[src/verilog/supervisor_pkg.sv]
// constants for the e1 multiplexer status, alarm, loop and tester supervisor
// assumes a 100 MHz system clock and single synchronous reset
package supervisor_pkg;
    localparam int          CLK_MHZ          = 100;
    localparam int          SLOW_TICK_HZ     = 8;
    localparam int          TICK_CYCLES      = CLK_MHZ * 1000000 / SLOW_TICK_HZ;
    localparam int          TICK_W           = 24;
    localparam int          PRBS_W           = 23;
    localparam int          PRBS_TAP_A       = 22;
    localparam int          PRBS_TAP_B       = 17;
    localparam logic [22:0] PRBS_SEED        = 23'h7fffff;
    localparam int          ERR_CNT_W        = 32;
    localparam int          LOSS_CNT_W       = 16;
    localparam logic [15:0] PATTERN_LOSS_LIM = 16'h0400;
    localparam logic        AIS_BIT          = 1'b1;
    localparam logic        RELAY_ALARM      = 1'b0;
    localparam logic        RELAY_NORMAL     = 1'b1;
    localparam int          SYNC_STAGES      = 3;

    typedef enum logic [1:0] {
        led_off    = 2'b00,
        led_on     = 2'b01,
        led_flash  = 2'b10,
        led_dflash = 2'b11
    } led_mode_t;

    typedef enum logic [0:0] {
        tst_hunt   = 1'b0,
        tst_locked = 1'b1
    } tst_state_t;
endpackage
[src/verilog/mux_alarm_loop_bit_error_tester_status.sv]
// indicator, alarm relay, ais, loop and bit error tester supervision for a four-port e1 mux
// assumes status pins other than far_end_loop_request_in are asynchronous; link bit strobes and datapath flags come from clk_in logic
`timescale 1ns/1ps
module mux_alarm_loop_bit_error_tester_status
    import supervisor_pkg::*;
#(
    parameter int          PORTS         = 4,
    parameter int          TICK_DIV      = TICK_CYCLES,
    parameter logic [22:0] FIXED_PATTERN = 23'h2aaaaa
) (
    // clock and reset
    input  wire logic             clk_in,
    input  wire logic             reset_in,
    // link port status pins
    input  wire logic             link_rts_in,
    input  wire logic             link_frame_loss_in,
    input  wire logic             link_high_error_in,
    input  wire logic             far_end_rts_loss_in,
    input  wire logic             far_end_frame_loss_in,
    input  wire logic             far_end_sensor_alarm_in,
    input  wire logic             far_end_loop_request_in,
    // link bit stream, same clock
    input  wire logic             link_bit_strobe_in,
    input  wire logic             link_rx_bit_in,
    input  wire logic             tx_mux_bit_in,
    input  wire logic             rx_trib_data_valid_in,
    // e1 port status pins
    input  wire logic [PORTS-1:0] port_carrier_loss_in,
    input  wire logic [PORTS-1:0] port_ais_rx_in,
    input  wire logic [PORTS-1:0] port_code_error_in,
    // configuration
    input  wire logic [PORTS-1:0] port_in_use_in,
    input  wire logic [PORTS-1:0] port_loop_enable_in,
    input  wire logic [PORTS-1:0] trib_loop_enable_in,
    input  wire logic             link_loop_enable_in,
    input  wire logic             remote_loop_enable_in,
    input  wire logic             tester_enable_in,
    input  wire logic             tester_prbs_select_in,
    input  wire logic             sensor_alarm_on_open_in,
    input  wire logic             sensor_closed_in,
    // indicators and relay
    output logic                  link_signal_loss_led_out,
    output logic                  link_error_led_out,
    output logic                  far_end_error_led_out,
    output logic                  test_mode_led_out,
    output logic                  power_led_out,
    output logic [PORTS-1:0]      tributary_loss_led_out,
    output logic [PORTS-1:0]      port_state_led_out,
    output logic                  alarm_relay_out,
    // link and e1 control
    output logic                  sensor_alarm_tx_out,
    output logic                  remote_loop_request_out,
    output logic                  link_loop_active_out,
    output logic                  link_tx_bit_out,
    output logic [PORTS-1:0]      port_ais_out,
    output logic [PORTS-1:0]      port_loop_active_out,
    output logic [PORTS-1:0]      trib_loop_active_out,
    // tester results
    output logic                  pattern_not_detected_out,
    output logic [ERR_CNT_W-1:0]  bit_error_count_out
);
    localparam int             NSYNC = 6 + 3 * PORTS;
    localparam logic [TICK_W-1:0] TICK_LAST = TICK_W'(TICK_DIV - 1);

    logic [NSYNC-1:0] raw_pins;
    logic [NSYNC-1:0] clean;
    logic             rts_ok;
    logic             frame_loss;
    logic             high_err;
    logic             fe_rts_loss;
    logic             fe_frame_loss;
    logic             fe_sensor;
    logic [PORTS-1:0] carrier_loss;
    logic [PORTS-1:0] ais_rx;
    logic [PORTS-1:0] code_err;

    assign raw_pins = {port_code_error_in, port_ais_rx_in, port_carrier_loss_in, far_end_sensor_alarm_in,
                       far_end_frame_loss_in, far_end_rts_loss_in, link_high_error_in, link_frame_loss_in,
                       link_rts_in};

    genvar gi;
    generate
        for (gi = 0; gi < NSYNC; gi++) begin : g_sync
            pin_sync #(.RESET_VALUE(1'b0)) u_sync (
                .clk_in    (clk_in),
                .reset_in  (reset_in),
                .pin_in    (raw_pins[gi]),
                .level_out (clean[gi])
            );
        end
    endgenerate

    assign rts_ok        = clean[0];
    assign frame_loss    = clean[1];
    assign high_err      = clean[2];
    assign fe_rts_loss   = clean[3];
    assign fe_frame_loss = clean[4];
    assign fe_sensor     = clean[5];
    assign carrier_loss  = clean[6 +: PORTS];
    assign ais_rx        = clean[6 + PORTS +: PORTS];
    assign code_err      = clean[6 + 2 * PORTS +: PORTS];

    // flash cadence divider
    logic [TICK_W-1:0] tick_cnt;
    logic [TICK_W-1:0] next_tick_cnt;
    logic [2:0]        phase;
    logic [2:0]        next_phase;
    logic              flash;
    logic              dflash;

    always_comb begin
        next_tick_cnt = tick_cnt + 1'b1;
        next_phase    = phase;
        if (tick_cnt == TICK_LAST) begin
            next_tick_cnt = '0;
            next_phase    = phase + 1'b1;
        end
    end

    assign flash  = phase[2];
    assign dflash = (phase == 3'h0) || (phase == 3'h2);

    // bit error tester
    tst_state_t        tst_state;
    tst_state_t        next_tst_state;
    logic [PRBS_W-1:0] tx_lfsr;
    logic [PRBS_W-1:0] next_tx_lfsr;
    logic [PRBS_W-1:0] rx_lfsr;
    logic [PRBS_W-1:0] next_rx_lfsr;
    logic [LOSS_CNT_W-1:0] miss_cnt;
    logic [LOSS_CNT_W-1:0] next_miss_cnt;
    logic [ERR_CNT_W-1:0]  next_err_cnt;
    logic              next_pnd;
    logic              tx_test_bit;
    logic              expect_bit;
    logic              tester_err_seen;
    logic              next_tester_err_seen;

    always_comb begin
        next_tx_lfsr         = tx_lfsr;
        next_rx_lfsr         = rx_lfsr;
        next_tst_state       = tst_state;
        next_miss_cnt        = miss_cnt;
        next_err_cnt         = bit_error_count_out;
        next_pnd             = pattern_not_detected_out;
        next_tester_err_seen = 1'b0;
        tx_test_bit          = tester_prbs_select_in ? tx_lfsr[PRBS_TAP_A] : FIXED_PATTERN[tx_lfsr[4:0] % PRBS_W];
        expect_bit           = tester_prbs_select_in ? (rx_lfsr[PRBS_TAP_A] ^ rx_lfsr[PRBS_TAP_B])
                                                     : FIXED_PATTERN[rx_lfsr[4:0] % PRBS_W];
        if (!tester_enable_in) begin
            next_tst_state = tst_hunt;
            next_miss_cnt  = '0;
            next_err_cnt   = '0;
            next_pnd       = 1'b0;
        end else if (link_bit_strobe_in) begin
            if (tester_prbs_select_in) begin
                next_tx_lfsr = {tx_lfsr[PRBS_W-2:0], tx_lfsr[PRBS_TAP_A] ^ tx_lfsr[PRBS_TAP_B]};
            end else begin
                next_tx_lfsr = (tx_lfsr[4:0] == 5'(PRBS_W - 1)) ? '0 : tx_lfsr + 1'b1;
            end
            case (tst_state)
                tst_hunt: begin
                    next_pnd = 1'b1;
                    if (tester_prbs_select_in) begin
                        next_rx_lfsr = {rx_lfsr[PRBS_W-2:0], link_rx_bit_in};
                    end else if (link_rx_bit_in == expect_bit) begin
                        next_rx_lfsr = (rx_lfsr[4:0] == 5'(PRBS_W - 1)) ? '0 : rx_lfsr + 1'b1;
                    end
                    if (link_rx_bit_in == expect_bit) begin
                        next_miss_cnt = miss_cnt + 1'b1;
                        if (miss_cnt == PATTERN_LOSS_LIM) begin
                            next_tst_state = tst_locked;
                            next_miss_cnt  = '0;
                        end
                    end else begin
                        next_miss_cnt = '0;
                    end
                end
                tst_locked: begin
                    next_pnd = 1'b0;
                    if (tester_prbs_select_in) begin
                        next_rx_lfsr = {rx_lfsr[PRBS_W-2:0], expect_bit};
                    end else begin
                        next_rx_lfsr = (rx_lfsr[4:0] == 5'(PRBS_W - 1)) ? '0 : rx_lfsr + 1'b1;
                    end
                    if (link_rx_bit_in != expect_bit) begin
                        next_err_cnt         = bit_error_count_out + 1'b1;
                        next_tester_err_seen = 1'b1;
                        next_miss_cnt        = miss_cnt + 1'b1;
                        if (miss_cnt == PATTERN_LOSS_LIM) begin
                            next_tst_state = tst_hunt;
                        end
                    end else begin
                        next_miss_cnt = '0;
                    end
                end
                default: next_tst_state = tst_hunt;
            endcase
        end
    end

    // indicator, relay and control next values
    logic             next_los_led;
    logic             next_link_error_led_led;
    logic             next_fe_led;
    logic             next_tst_led;
    logic             next_relay;
    logic             next_sensor_tx;
    logic             next_tx_bit;
    logic             own_pattern_back;
    logic             all_ais;
    logic             err_hold;
    logic             next_err_hold;
    logic [PORTS-1:0] next_trib_led;
    logic [PORTS-1:0] next_state_led;
    logic [PORTS-1:0] next_port_ais;
    logic [PORTS-1:0] next_port_loop;
    logic [PORTS-1:0] next_trib_loop;
    logic             next_link_loop;
    logic             next_remote_req;

    always_comb begin
        next_link_loop  = link_loop_enable_in | far_end_loop_request_in;
        next_remote_req = remote_loop_enable_in;
        next_port_loop  = port_loop_enable_in;
        next_trib_loop  = trib_loop_enable_in;
        own_pattern_back = (link_loop_active_out || remote_loop_request_out)
                         && tester_enable_in && (tst_state == tst_locked);
        next_err_hold   = tester_err_seen ? 1'b1 : (phase == 3'h7 ? 1'b0 : err_hold);
        next_los_led    = !rts_ok;
        next_link_error_led_led   = high_err
                        | (tester_enable_in && err_hold && flash)
                        | own_pattern_back;
        next_fe_led     = rts_ok && (fe_rts_loss || fe_frame_loss);
        if (remote_loop_request_out) begin
            next_tst_led = dflash;
        end else if (tester_enable_in || link_loop_active_out) begin
            next_tst_led = flash;
        end else begin
            next_tst_led = 1'b0;
        end
        next_relay = ((!rts_ok) || frame_loss || high_err
                     || |(port_in_use_in & carrier_loss)
                     || fe_sensor) ? RELAY_ALARM : RELAY_NORMAL;
        next_sensor_tx = sensor_alarm_on_open_in ? !sensor_closed_in : sensor_closed_in;
        // ais to every port on link faults, link loop or no tributary data
        all_ais = !rts_ok || frame_loss || high_err
                || link_loop_active_out
                || !rx_trib_data_valid_in || tester_enable_in;
        next_port_ais = {PORTS{all_ais}} | trib_loop_active_out;
        if (link_loop_active_out) begin
            next_tx_bit = link_rx_bit_in;
        end else if (tester_enable_in) begin
            next_tx_bit = tx_test_bit;
        end else begin
            next_tx_bit = tx_mux_bit_in;
        end
        for (int p = 0; p < PORTS; p++) begin
            if (carrier_loss[p] || ais_rx[p]) begin
                next_trib_led[p] = 1'b1;
            end else begin
                next_trib_led[p] = code_err[p] && flash;
            end
            if (!port_in_use_in[p]) begin
                next_state_led[p] = 1'b0;
            end else if (trib_loop_active_out[p]) begin
                next_state_led[p] = dflash;
            end else if (port_loop_active_out[p]) begin
                next_state_led[p] = flash;
            end else begin
                next_state_led[p] = 1'b1;
            end
        end
    end

    always_ff @(posedge clk_in) begin
        if (reset_in) begin
            tick_cnt                 <= '0;
            phase                    <= '0;
            tst_state                <= tst_hunt;
            tx_lfsr                  <= PRBS_SEED;
            rx_lfsr                  <= PRBS_SEED;
            miss_cnt                 <= '0;
            bit_error_count_out      <= '0;
            pattern_not_detected_out <= 1'b0;
            tester_err_seen          <= 1'b0;
            err_hold                 <= 1'b0;
            link_signal_loss_led_out <= 1'b0;
            link_error_led_out       <= 1'b0;
            far_end_error_led_out    <= 1'b0;
            test_mode_led_out        <= 1'b0;
            power_led_out            <= 1'b0;
            tributary_loss_led_out   <= '0;
            port_state_led_out       <= '0;
            alarm_relay_out          <= RELAY_ALARM;
            sensor_alarm_tx_out      <= 1'b0;
            remote_loop_request_out  <= 1'b0;
            link_loop_active_out     <= 1'b0;
            port_loop_active_out     <= '0;
            trib_loop_active_out     <= '0;
            link_tx_bit_out          <= AIS_BIT;
            port_ais_out             <= {PORTS{AIS_BIT}};
        end else begin
            tick_cnt                 <= next_tick_cnt;
            phase                    <= next_phase;
            tst_state                <= next_tst_state;
            tx_lfsr                  <= next_tx_lfsr;
            rx_lfsr                  <= next_rx_lfsr;
            miss_cnt                 <= next_miss_cnt;
            bit_error_count_out      <= next_err_cnt;
            pattern_not_detected_out <= next_pnd;
            tester_err_seen          <= next_tester_err_seen;
            err_hold                 <= next_err_hold;
            link_signal_loss_led_out <= next_los_led;
            link_error_led_out       <= next_link_error_led_led;
            far_end_error_led_out    <= next_fe_led;
            test_mode_led_out        <= next_tst_led;
            power_led_out            <= 1'b1;
            tributary_loss_led_out   <= next_trib_led;
            port_state_led_out       <= next_state_led;
            alarm_relay_out          <= next_relay;
            sensor_alarm_tx_out      <= next_sensor_tx;
            remote_loop_request_out  <= next_remote_req;
            link_loop_active_out     <= next_link_loop;
            port_loop_active_out     <= next_port_loop;
            trib_loop_active_out     <= next_trib_loop;
            link_tx_bit_out          <= next_tx_bit;
            port_ais_out             <= next_port_ais;
        end
    end
endmodule

[src/verilog/pin_sync.sv]
// three-stage synchroniser for one asynchronous pin, change accepted when stages two and three agree
// assumes clk_in system clock, synchronous active-high reset
`timescale 1ns/1ps
module pin_sync
    import supervisor_pkg::*;
#(
    parameter logic RESET_VALUE = 1'b0
) (
    // clock and reset
    input  wire logic clk_in,
    input  wire logic reset_in,
    // pin in, clean level out
    input  wire logic pin_in,
    output logic      level_out
);
    logic [SYNC_STAGES-1:0] stages;
    logic [SYNC_STAGES-1:0] next_stages;
    logic                   next_level;

    always_comb begin
        next_stages = {stages[SYNC_STAGES-2:0], pin_in};
        next_level  = level_out;
        if (stages[1] == stages[2]) begin
            next_level = stages[2];
        end
    end

    always_ff @(posedge clk_in) begin
        if (reset_in) begin
            stages    <= {SYNC_STAGES{RESET_VALUE}};
            level_out <= RESET_VALUE;
        end else begin
            stages    <= next_stages;
            level_out <= next_level;
        end
    end
endmodule

[config.mk]
export PLATFORM = sky130hd
export DESIGN_NAME = mux_alarm_loop_bit_error_tester_status
export DESIGN_NICKNAME = d
export VERILOG_FILES = /design/src/verilog/supervisor_pkg.sv /design/src/verilog/mux_alarm_loop_bit_error_tester_status.sv /design/src/verilog/pin_sync.sv
export SDC_FILE = /design/constraint.sdc
export NUM_CORES = 1
export LEC_CHECK = 0
export ABC_AREA = 1
export BUFFER_PORTS_ARGS = -buffer_cell sky130_fd_sc_hd__buf_4
export CORE_UTILIZATION = 54
export DETAILED_ROUTE_END_ITERATION = 10
export GPL_TIMING_DRIVEN = 1
export PLACE_DENSITY = 0.77
export SETUP_SLACK_MARGIN = 0.4
export SLEW_MARGIN = 40
export SYNTH_ARGS = -nofsm -noshare
export SYNTH_HDL_FRONTEND = slang
export SYNTH_SLANG_ARGS = --single-unit
export TNS_END_PERCENT = 1
[constraint.sdc]
create_clock -name clk_in -period 1.9 [get_ports clk_in]
set_clock_uncertainty 0.05 [all_clocks]
set_input_delay 0.095 -clock clk_in [delete_from_list [all_inputs] [get_ports clk_in]]
set_output_delay 0.095 -clock clk_in [all_outputs]
set_load 0.01 [all_outputs]
### Word level (Yosys, flattened, before mapping)

Memories as Yosys holds them, arrays and structs flattened.
Index checks and enable logic that the tools add are counted.

| storage, ports and cells | value |
|---|---|
| register bits | 227 |
| ROM bits | 64 |
| bits of input ports | 43 |
| output and inout port bits | 63 |
| logic and storage cells | 200 |
| memories | 2 |

| cells by class | value |
|---|---|
| add/sub/neg operators | 6 |
| divide/modulo/power cells | 2 |
| magnitude comparators | 2 |
| eq/ne operators | 27 |
| muxes and demuxes | 43 |
| bitwise gates (word level) | 14 |
| reduce and logical (&&, ||, !) cells | 40 |

Memories:

| memory | words | width | rd ports | clocked after Yosys merged registers in | wr ports | line | RTL |
|---|---|---|---|---|---|---|---|
| (no name shown) | 32 | 1 | 1 | 0 | 0 | mux_alarm_loop_bit_error_tester_status.sv:149 | `: FIXED_PATTERN[rx_lfsr[4:0] % PRBS_W];` |
| (no name shown) | 32 | 1 | 1 | 0 | 0 | mux_alarm_loop_bit_error_tester_status.sv:147 | `tx_test_bit = tester_prbs_select_in ? tx_lfsr[PRBS_TAP_A] : FIXED_PATTERN[tx_lfsr[4:0] % PRBS_W];` |

Operator list:

| cell | number |
|---|---|
| 23-bit 2-to-1 mux | 6 |
| 32-bit by 6-bit less-than comparator with 1-bit output (second input constant) | 2 |
| 5-bit by 5-bit remainder unit with 32-bit output (second input constant) | 2 |
| 16-bit 2-to-1 mux | 3 |
| 23-bit by 1-bit adder with 23-bit output (second input constant) | 2 |
| 23-bit case mux with 2 select lines | 1 |
| 32-bit by 1-bit adder with 32-bit output (second input constant) | 1 |
| 16-bit case mux with 2 select lines | 1 |
| 1-bit 2-to-1 mux | 30 |
| 24-bit by 1-bit adder with 24-bit output (second input constant) | 1 |
| 24-bit == test (second input constant) | 1 |
| 1-bit == test | 19 |
| 16-bit by 1-bit adder with 16-bit output (second input constant) | 1 |
| 16-bit by 11-bit == test with 1-bit output (second input constant) | 1 |
| 1-bit logical OR | 15 |
| 2-bit OR reduction | 6 |
| 5-bit == test (second input constant) | 2 |
| 1-bit logical AND | 9 |
| 4-bit OR reduction | 2 |
| 1-bit NOT | 7 |
| 3-bit AND reduction | 2 |
| 4-bit bitwise AND | 1 |
| 4-bit bitwise OR | 1 |
| 1-bit case mux with 2 select lines | 2 |
| other kinds (11) | 16 |

### Logic depth before layout (Yosys ltp)

Gate-level depths: netlist (run 1).

| logic depth | value |
|---|---|
| depth after elaboration | 8 |
| depth in mapped cells | 17 |
| mapped depth without buffers | 16 |

### Modules after synthesis

A second synthesis (run 1) with hierarchy kept.

| unflattened totals | value |
|---|---|
| cell total of the unflattened synthesis | 1572 |
| area, all modules | 10800.4 sq um |

By module, submodules not included:

| module | times used | cells an instance | area an instance (sq um) | seq. area each (sq um) |
|---|---|---|---|---|
| mux_alarm_loop_bit_error_tester_status | 1 | 1338 | 8615.8 | 3103.0 |
| pin_sync | 18 | 13 | 121.4 | 80.1 |

### Least setup slack after synthesis (run 1)

Ideal clock, no wire load.

| timing path | value |
|---|---|
| path type | register to register |
| start point | register rx_lfsr[0] |
| end point | register rx_lfsr[17] |
| library setup time | 0.130 ns |
| arrival | 1.957 ns |
| required time | 1.720 ns |
| path slack | -0.237 ns |
| cell stages (with the launch flop) | 17 |
| buffers on the path | 1 |
| period minus slack after synthesis | 2.137 ns |
| cell sequence | dfxtp_1 ha_1 nand2_2 nand2_1 ha_1 inv_1 nor2_1 nand3_1 nand3_1 nand3_2 nand2_2 nand2_4 nand3_2 nand2_2 buf_4 nand2_1 nand3_1 |

| between the ends | value |
|---|---|
| longest elaborated chain between the ends | 7 |
| elaborated cells between the ends (all ways) | 14 |
| those cells by class | 1 x add/sub; 1 x div; 3 x eq/ne; 7 x mux; 1 x reduce/logical; 1 x memory |

RTL lines:

| element | line | RTL |
|---|---|---|
| start: declaration | mux_alarm_loop_bit_error_tester_status.sv:128 | `logic [PRBS_W-1:0] rx_lfsr;` |
| start signal: assignment | mux_alarm_loop_bit_error_tester_status.sv:308 | `rx_lfsr <= next_rx_lfsr;` |
| 5-bit by 5-bit remainder unit with 32-bit output | mux_alarm_loop_bit_error_tester_status.sv:149 |  |
| memory 32 x 1 bit | - |  |
| 1-bit 2-to-1 mux (implied by the code) | mux_alarm_loop_bit_error_tester_status.sv:149 |  |
| 1-bit 2-to-1 mux | mux_alarm_loop_bit_error_tester_status.sv:148 | `expect_bit = tester_prbs_select_in ? (rx_lfsr[PRBS_TAP_A] ^ rx_lfsr[PRBS_TAP_B])` |
| 1-bit == test | mux_alarm_loop_bit_error_tester_status.sv:166 | `end else if (link_rx_bit_in == expect_bit) begin` |
| 3-bit inequality test (no source line) | - |  |
| 3-bit AND reduction (no source line) | - |  |

Parallel ways exist; a longest one is shown, timed or not. The select of a mux whose other input is x is not followed.
A chain may end at the register's enable or synchronous reset.

### Worst setup path after layout (run 1)

| timing path | value |
|---|---|
| start point | register rx_lfsr[1] |
| end point | register bit_error_count_out[3] |

| between the ends | value |
|---|---|
| longest elaborated chain between the ends | 6 |

RTL lines:

| element | line | RTL |
|---|---|---|
| 5-bit by 5-bit remainder unit with 32-bit output | mux_alarm_loop_bit_error_tester_status.sv:149 |  |
| memory 32 x 1 bit | - |  |
| 1-bit 2-to-1 mux (implied by the code) | mux_alarm_loop_bit_error_tester_status.sv:149 |  |
| 1-bit 2-to-1 mux | mux_alarm_loop_bit_error_tester_status.sv:148 |  |
| 1-bit inequality test | mux_alarm_loop_bit_error_tester_status.sv:186 | `if (link_rx_bit_in != expect_bit) begin` |
| 3-bit AND reduction (no source line) | - |  |
| end signal: assignment | mux_alarm_loop_bit_error_tester_status.sv:310 | `bit_error_count_out <= next_err_cnt;` |
| end: declaration | mux_alarm_loop_bit_error_tester_status.sv:60 | `output logic [ERR_CNT_W-1:0] bit_error_count_out` |

No other way between the ends. The select of a mux whose other input is x is not followed.

==> flow_summary_export.csv, run 1 <==
group,metric,value,unit
critical_path,cp_num_buf_inv,4,
sta,maxSlewHeadroom,58.6,%
place,gp_congestion,0.925,
cts,cts_buffers,24,
sta,rsz0062_at_grt,"true",
global_route,grt_pass1_vias,10138,
floorplanning,core_area,19400,um^2
place,place_ws,-303,ps
critical_path,max_stage_delay,350,ps
final_layout,antenna_cells,0,
final_layout,layout_common_cells,"nand2_1, dfxtp_1, inv_1",
critical_path,crit_fanout,8,
yosys,yosys_warnings,0,
place,numPortBuffers,105,
floorplanning,start_util,55.0,%
critical_path,worstPathCellList,"ha_4 > nand2_4 > nand2_4 > ha_4 > inv_2 > nor2_2 > nand3_1 > nand3_1 > nand3_2 > buf_6 > nand3_4 > nand3_4 > buf_6 > clkbuf_16 > nand2_2 > a21oi_2",
job,drv_cap,0,
sta,worstMarginPinSlew,620,ps
yosys,syn-cell-area,10700,um^2
routing,drc_errors,0,
yosys,ys_types,40,
global_route,antenna_found_initial,0,
routing,wl,30800,um
critical_path,critPathLaunch,"rx_lfsr[1]",
outcome,violations,"negative setup slack",
cts,clk_path_buf_depth,3,
floorplanning,die-area,20300,um^2
floorplanning,ios,106,
sta,hold_viol,0,
global_route,grt_max_degree,49,
critical_path,reg2reg_from,"rx_lfsr[1]",
final_layout,drive_gt1_share,20.8,%
routing,final_antenna_net_count,0,
global_route,globalRouteOverflowTotal,0,
cts,worstSkewPairLatency,530,ps
yosys,ys_ff_latch,227,
outcome,status,"complete, but fails checks",
critical_path,slowest_stage,"dfxtp_4",
routing,vias_per_cell,5.43,
critical_path,start_kind,"flip-flop",
hold_path,hold_path.class,"primary input to flip-flop",
power,p_leak,6.36,nW
critical_path,critPathArrivalTime,2590,ps
power,seqPwrFrac,43.1,%
floorplanning,dieHeight,143,um
yosys,syn-num-nets,1599,
yosys,synth_seq_area_share,42.6,%
power,p_sw,0.00303,W
routing,avgRoutedWirePerCell,15.2,um
cts,clkSinkCount,227,
final_layout,area_growth,34.4,%
yosys,avgSynthCellArea,6.91,um^2
sta,fin_ws,-336,ps
critical_path,critPathRequiredTime,2260,ps
cts,cts-root-buf,"clkbuf_16",
global_route,grt_usage,28.8,%
power,power_density,818,nW/um^2
routing,first_iter_violations,790,
power,p_sw_share,25.8,%
sta,finalCritPeriodShare,118,%
hold_path,hp-start,"tester_enable_in",
power,pwr-share-clk,43.5,%
critical_path,path_class,"flip-flop to flip-flop",
critical_path,worst_setup_path_end_kind,"flip-flop",
routing,first_pass_iters,6,
sta,hold_ws,12.4,ps
sta,slew_viol_final,0,
sta,setup_viol_count_final,74,
cts,clkTransAtPathRegs,60,ps
sta,max_freq,447,MHz
yosys,syn_inst,1543,
floorplanning,placementRows,51,
floorplanning,chipWidth,143,um
place,dpl.hpwl,17600,um
power,comb_power_share,13.4,%
power,irDropWorstVdd,0.848,mV
routing,dr_total_vias,10975,
cts,cts_tree,"yes",
global_route,grt_pass1_wl,47700,um
final_layout,final_common_cell,"nand2_1",
power,p_int,0.00870,W
cts,cts_htree_levels,1,
final_layout,fin_nets,1794,
critical_path,crit_family,"simple AND/OR/NAND/NOR gates",
sta,finalCriticalPeriod,2240,ps
## logic make-up after synthesis
kind of cell             count (synthesis)  share of synthesized area [%]
AND/OR/NAND/NOR                        778                           31.2
buffers and inverters                  266                           9.82
flip-flops                             227                           42.6
AO/OA/AOI/OAI                          213                           11.0
XOR/XNOR                                46                           3.78
adder cells (fa/ha/maj)                 13                           1.53
## tightest hold or removal path, stage by stage
cell and delay (ps):
buf_4 110, inv_1 90, a21oi_2 140, o21ai_2 80
## worst paths after layout
| check | end | slack (ps) | depth (start not counted) |
|---|---|---|---|
| worst max-delay path | bit_error_count_out[3] | -340 | 16 |
| worst min-delay path | link_tx_bit_out | 10 | 4 |
| worst max register to register | bit_error_count_out[3] | -340 | 16 |
| worst min register to register | g_sync[9].u_sync.stages[1] | 350 | 2 |
## per-layer routing
layer  wire, um  vias to the layer above  track usage [%]
li1           -                     5345                -
met1      12600                     5097             35.7
met2      15100                      430             50.1
met3       1900                      103             4.04
met4       1090                        0             12.1
met5          0                        -                0
## cells in the mapped netlist, drive strengths merged
cell type,count,share of area (%)
nor3b,1,0.070
a221oi,1,0.082
o211ai,9,0.63
nand3,115,5.8
or2,4,0.23
ha,13,1.5
o21bai,2,0.14
dfxtp,227,43
inv,215,7.6
buf,16,1.0
xnor2,16,1.3
o21ai,60,2.9
a211oi,18,1.3
o31ai,1,0.070
nor3,41,2.0
a21oi,101,4.7
clkinv,1,0.047
nand4,35,2.1
xor2,30,2.5
clkbuf,34,1.2
nor2,207,7.5
o22ai,13,0.76
a21o,1,0.070
nand2,366,13
nor4,8,0.47
nand3b,1,0.070
a31oi,7,0.41
## through the flow
step                      instances  setup TNS [ps]  utilization, %  cell area [um^2]  power, W
after floorplan                1543           -7570               -             10700   0.00598
after global placement         1916          -14110            62.0             12000   0.00638
after detailed placement       1916          -16180            62.0             12000   0.00641
after CTS                      2020          -14820            71.5             13900    0.0116
after global routing           2021          -27440            73.9             14300    0.0121
final                          2021          -17240            73.9             14300    0.0117
## flip-flops by register name (all words and copies together) (netlist names), 3 cells and up, named ones only
name and flops:
bit_error_count_out 32, g_sync.u_sync.level_out 18, g_sync.u_sync.stages 54, miss_cnt 16
phase 3, port_ais_out 4, port_loop_active_out 4, port_state_led_out 4
rx_lfsr 23, tick_cnt 24, trib_loop_active_out 4, tributary_loss_led_out 4
tx_lfsr 23
## cell type report
cell class,instances,area [um^2]
flip-flops and latches,227,4580
clock buffers,36,747
well taps,265,332
clock inverters,8,129
fillers,1363,5060
repair buffers,218,1940
repair inverters,1,16.3
inverters,216,850
multi-input cells,1050,5740
## power by group through the flow
| stage | logic [W] | clock network, W | registers [W] |
|---|---|---|---|
| 2_1_floorplan | 0.000860 | 0 | 0.00512 |
| 3_3_place_gp | 0.00124 | 0 | 0.00514 |
| 3_5_place_dp | 0.00127 | 0 | 0.00514 |
| 4_1_cts | 0.00144 | 0.00513 | 0.00504 |
| 5_1_grt | 0.00174 | 0.00533 | 0.00507 |
| 6_report | 0.00158 | 0.00510 | 0.00505 |
## timing repair
| item | in CTS | in global routing |
|---|---|---|
| setup buffers | 5 | 0 |
| hold endpoints to repair | 49 | 0 |
| setup endpoints to repair | 127 | 128 |
| hold buffers | 53 | 0 |
| gates cloned | 2 | 1 |
| pin swaps | 53 | 80 |
| gates resized for setup | 98 | 119 |
No activity file was read; power rests on OpenSTA's default activity.
==> inputs of run 2 (changes only) <==
--- a/config.mk
+++ b/config.mk
@@ -7,6 +7,7 @@
 export LEC_CHECK = 0
 export ABC_AREA = 1
 export BUFFER_PORTS_ARGS = -buffer_cell sky130_fd_sc_hd__buf_4
+export CORE_ASPECT_RATIO = 0.8
 export CORE_UTILIZATION = 54
 export DETAILED_ROUTE_END_ITERATION = 10
 export GPL_TIMING_DRIVEN = 1
@@ -15,5 +16,6 @@
 export SLEW_MARGIN = 40
 export SYNTH_ARGS = -nofsm -noshare
 export SYNTH_HDL_FRONTEND = slang
+export SYNTH_HIERARCHICAL = 1
 export SYNTH_SLANG_ARGS = --single-unit
 export TNS_END_PERCENT = 1
==> run 2 against run 1 <==
The flow now finishes without violations. Sequential power about the same. First-iteration DRC count rose by 1.0%. Clock power is 8.8% lower. Core utilization shrank 2.2 points. Register-to-register slack better by 430 ps. Synthesized area is 1.3% higher. Worst hold slack improved by 13 ps. Combinational power decreased by 4%. Critical path type unchanged. Largest cell class unchanged.
==> flow_summary_export.csv, run 2 <==
group,metric,value,unit
sta,finalCritPeriodShare,94.8,%
final_layout,area_growth,27.9,%
final_layout,antenna_cells,0,
global_route,grt_max_degree,70,
job,drv_cap,0,
cts,worstSkewPairLatency,520,ps
final_layout,fin_util,71.7,%
yosys,ys.flop_type,"dfxtp_1",
power,irDropWorstVdd,0.767,mV
floorplanning,die-area,20600,um^2
floorplanning,chipWidth,160,um
cts,cts_buffers,23,
floorplanning,dieHeight,128,um
power,power,0.0112,W
routing,avgRoutedWirePerCell,13.7,um
floorplanning,start_util,56.1,%
hold_path,hold_path.class,"primary input to flip-flop",
critical_path,start_kind,"flip-flop",
cts,cts-root-buf,"clkbuf_16",
sta,finalCriticalPeriod,1800,ps
routing,dr_total_vias,10675,
cts,clk_path_buf_depth,3,
routing,drc_errors,0,
yosys,syn-cell-area,10800,um^2
sta,slew_viol_final,0,
yosys,synth_seq_area_share,42.1,%
critical_path,worst_setup_path_end_kind,"flip-flop",
floorplanning,core_area,19300,um^2
sta,maxSlewHeadroom,54.6,%
routing,vias_per_cell,5.24,
yosys,yosys_warnings,6,
final_layout,largest_register_ffs,54,
yosys,syn_inst,1572,
final_layout,drive_gt1_share,17.1,%
sta,setup_viol_count_final,0,
yosys,yosysTopAreaCell,"dfxtp_1",
place,dpl.hpwl,18500,um
yosys,ys_types,45,
final_layout,top_regs,"g_sync.u_sync/stages: 54 flops, bit_error_count_out: 32 flops, tick_cnt: 24 flops",
outcome,status,"complete, no violations",
yosys,yosys.area.top_type_share,42.1,%
yosys,avgSynthCellArea,6.87,um^2
place,numPortBuffers,105,
global_route,grt_usage,25.9,%
sta,hold_viol,0,
yosys,async_flop_share,0,%
yosys,netlist_top_cells_count,"nand2_1, dfxtp_1, nor2_1, inv_1, a21oi_1",
yosys,yosysMostFrequentCell,"nand2_1",
global_route,globalRouteOverflowTotal,0,
routing,first_pass_iters,5,
sta,worstMarginPinSlew,674,ps
routing,final_antenna_net_count,0,
global_route,grt_pass1_vias,9478,
critical_path,critPathArrivalTime,2130,ps
yosys,ys_ff_latch,227,
sta,max_freq,555,MHz
yosys,synth_edf_count,0,
floorplanning,placementRows,45,
yosys,syn-num-nets,1627,
critical_path,path_class,"flip-flop to flip-flop",
cts,clkSinkCount,227,
final_layout,fin_nets,1818,
cts,clkTransAtPathRegs,60,ps
critical_path,critPathRequiredTime,2230,ps
final_layout,largest-register,"g_sync.u_sync/stages",
final_layout,layout_common_cells,"nand2_1, dfxtp_1, nor2_1",
global_route,antenna_found_initial,0,
cts,cts_htree_levels,1,
sta,fin_tns_setup,0,ps
cts,cts_tree,"yes",
sta,rsz0062_at_grt,"true",
routing,first_iter_violations,798,
power,p_leak,6.22,nW
power,power_density,811,nW/um^2
floorplanning,ios,106,
sta,hold_ws,25.7,ps
routing,wl,27800,um
final_layout,final_common_cell,"nand2_1",
place,gp_congestion,0.956,
yosys,yosys-top-cells-area,"dfxtp_1, nand2_1, nor2_1",
critical_path,crit_fanout,6,
global_route,grt_pass1_wl,44900,um
==> run 2: cell types whose count changed after synthesis, moves of 6 or more <==
cell / change
o21bai_1: +18
a21oi_1: +7
nand2_1: +44
o22ai_1: -7
clkbuf_1: -14
nor4_1: -6
nor2_2: +13
nor2_1: +9
nand3_1: -17
inv_1: -15
o21ai_0: +13
a211oi_1: -17
buf_4: +7
==> run 2: critical path, stage by stage, from the launching register on <==
cell	delay, ps
dfxtp_4	360
ha_4	180
nand3_4	80
nand2_4	70
nand2_4	90
nand2_4	50
o21bai_4	190
nand2_4	100
nand3_4	100
nand2_8	100
clkbuf_16	200
nand2_4	60
nand3_2	50
==> run 2: cells by family (layout without fill, tap and decap cells) <==
family                   Yosys count  after routing  share of synthesized area, %
AO/OA/AOI/OAI                    222            222                          11.4
adder cells (fa/ha/maj)           12             12                          1.39
AND/OR/NAND/NOR                  823            823                          32.5
buffers and inverters            242            449                          8.93
flip-flops                       227            227                          42.1
XOR/XNOR                          46             46                          3.73
==> run 2: worst paths after layout <==
| kind | end | startpoint | slack (ps) | depth (start not counted) |
|---|---|---|---|---|
| min | tx_lfsr[21] | link_bit_strobe_in | 30 | 5 |
| max | rx_lfsr[2] | rx_lfsr[1] | 100 | 12 |
| min reg2reg | g_sync[15].u_sync/stages[1] | g_sync[15].u_sync/stages[0] | 350 | 2 |
| max reg2reg | rx_lfsr[2] | rx_lfsr[1] | 100 | 12 |
==> run 2: layout make-up <==
class	instances	area (um^2)
clock buffers	28	624
clock inverters	13	158
fillers	1543	5440
inverters	203	769
multi-input cells	1103	5610
flip-flops and latches	227	4570
well taps	258	323
repair buffers	205	1760
==> run 2: stage by stage <==
stage               cells  worst slack (ps)  instance area, um^2
global placement     1940              69.2                12100
CTS                  2027               104                13400
floorplan            1572               233                10900
global route         2037              33.0                13800
finish               2037              98.4                13800
detailed placement   1940              17.1                12100
==> run 2: what timing repair did <==
action | CTS | global route
setup buffers | 0 | 6
hold buffers | 46 | 0
pin swaps | 2 | 18
endpoints found under the setup margin | 128 | 134
gates resized for setup | 13 | 70
hold endpoints to repair | 66 | 0
gates cloned | 0 | 4
==> run 2: where the power goes <==
group          internal (W)  switching (W)
Combinational      0.000623       0.000889
Clock               0.00276        0.00189
Sequential          0.00491       0.000140
Total               0.00829        0.00291
==> run 2: layer usage <==
layer | GRT usage [%] | vias to the layer above | wire length, um
met5 | 0 | - | 0
met4 | 6.22 | 0 | 533
met3 | 3.87 | 44 | 1850
met2 | 42.1 | 338 | 12400
met1 | 36.4 | 4903 | 13000
li1 | - | 5390 | -
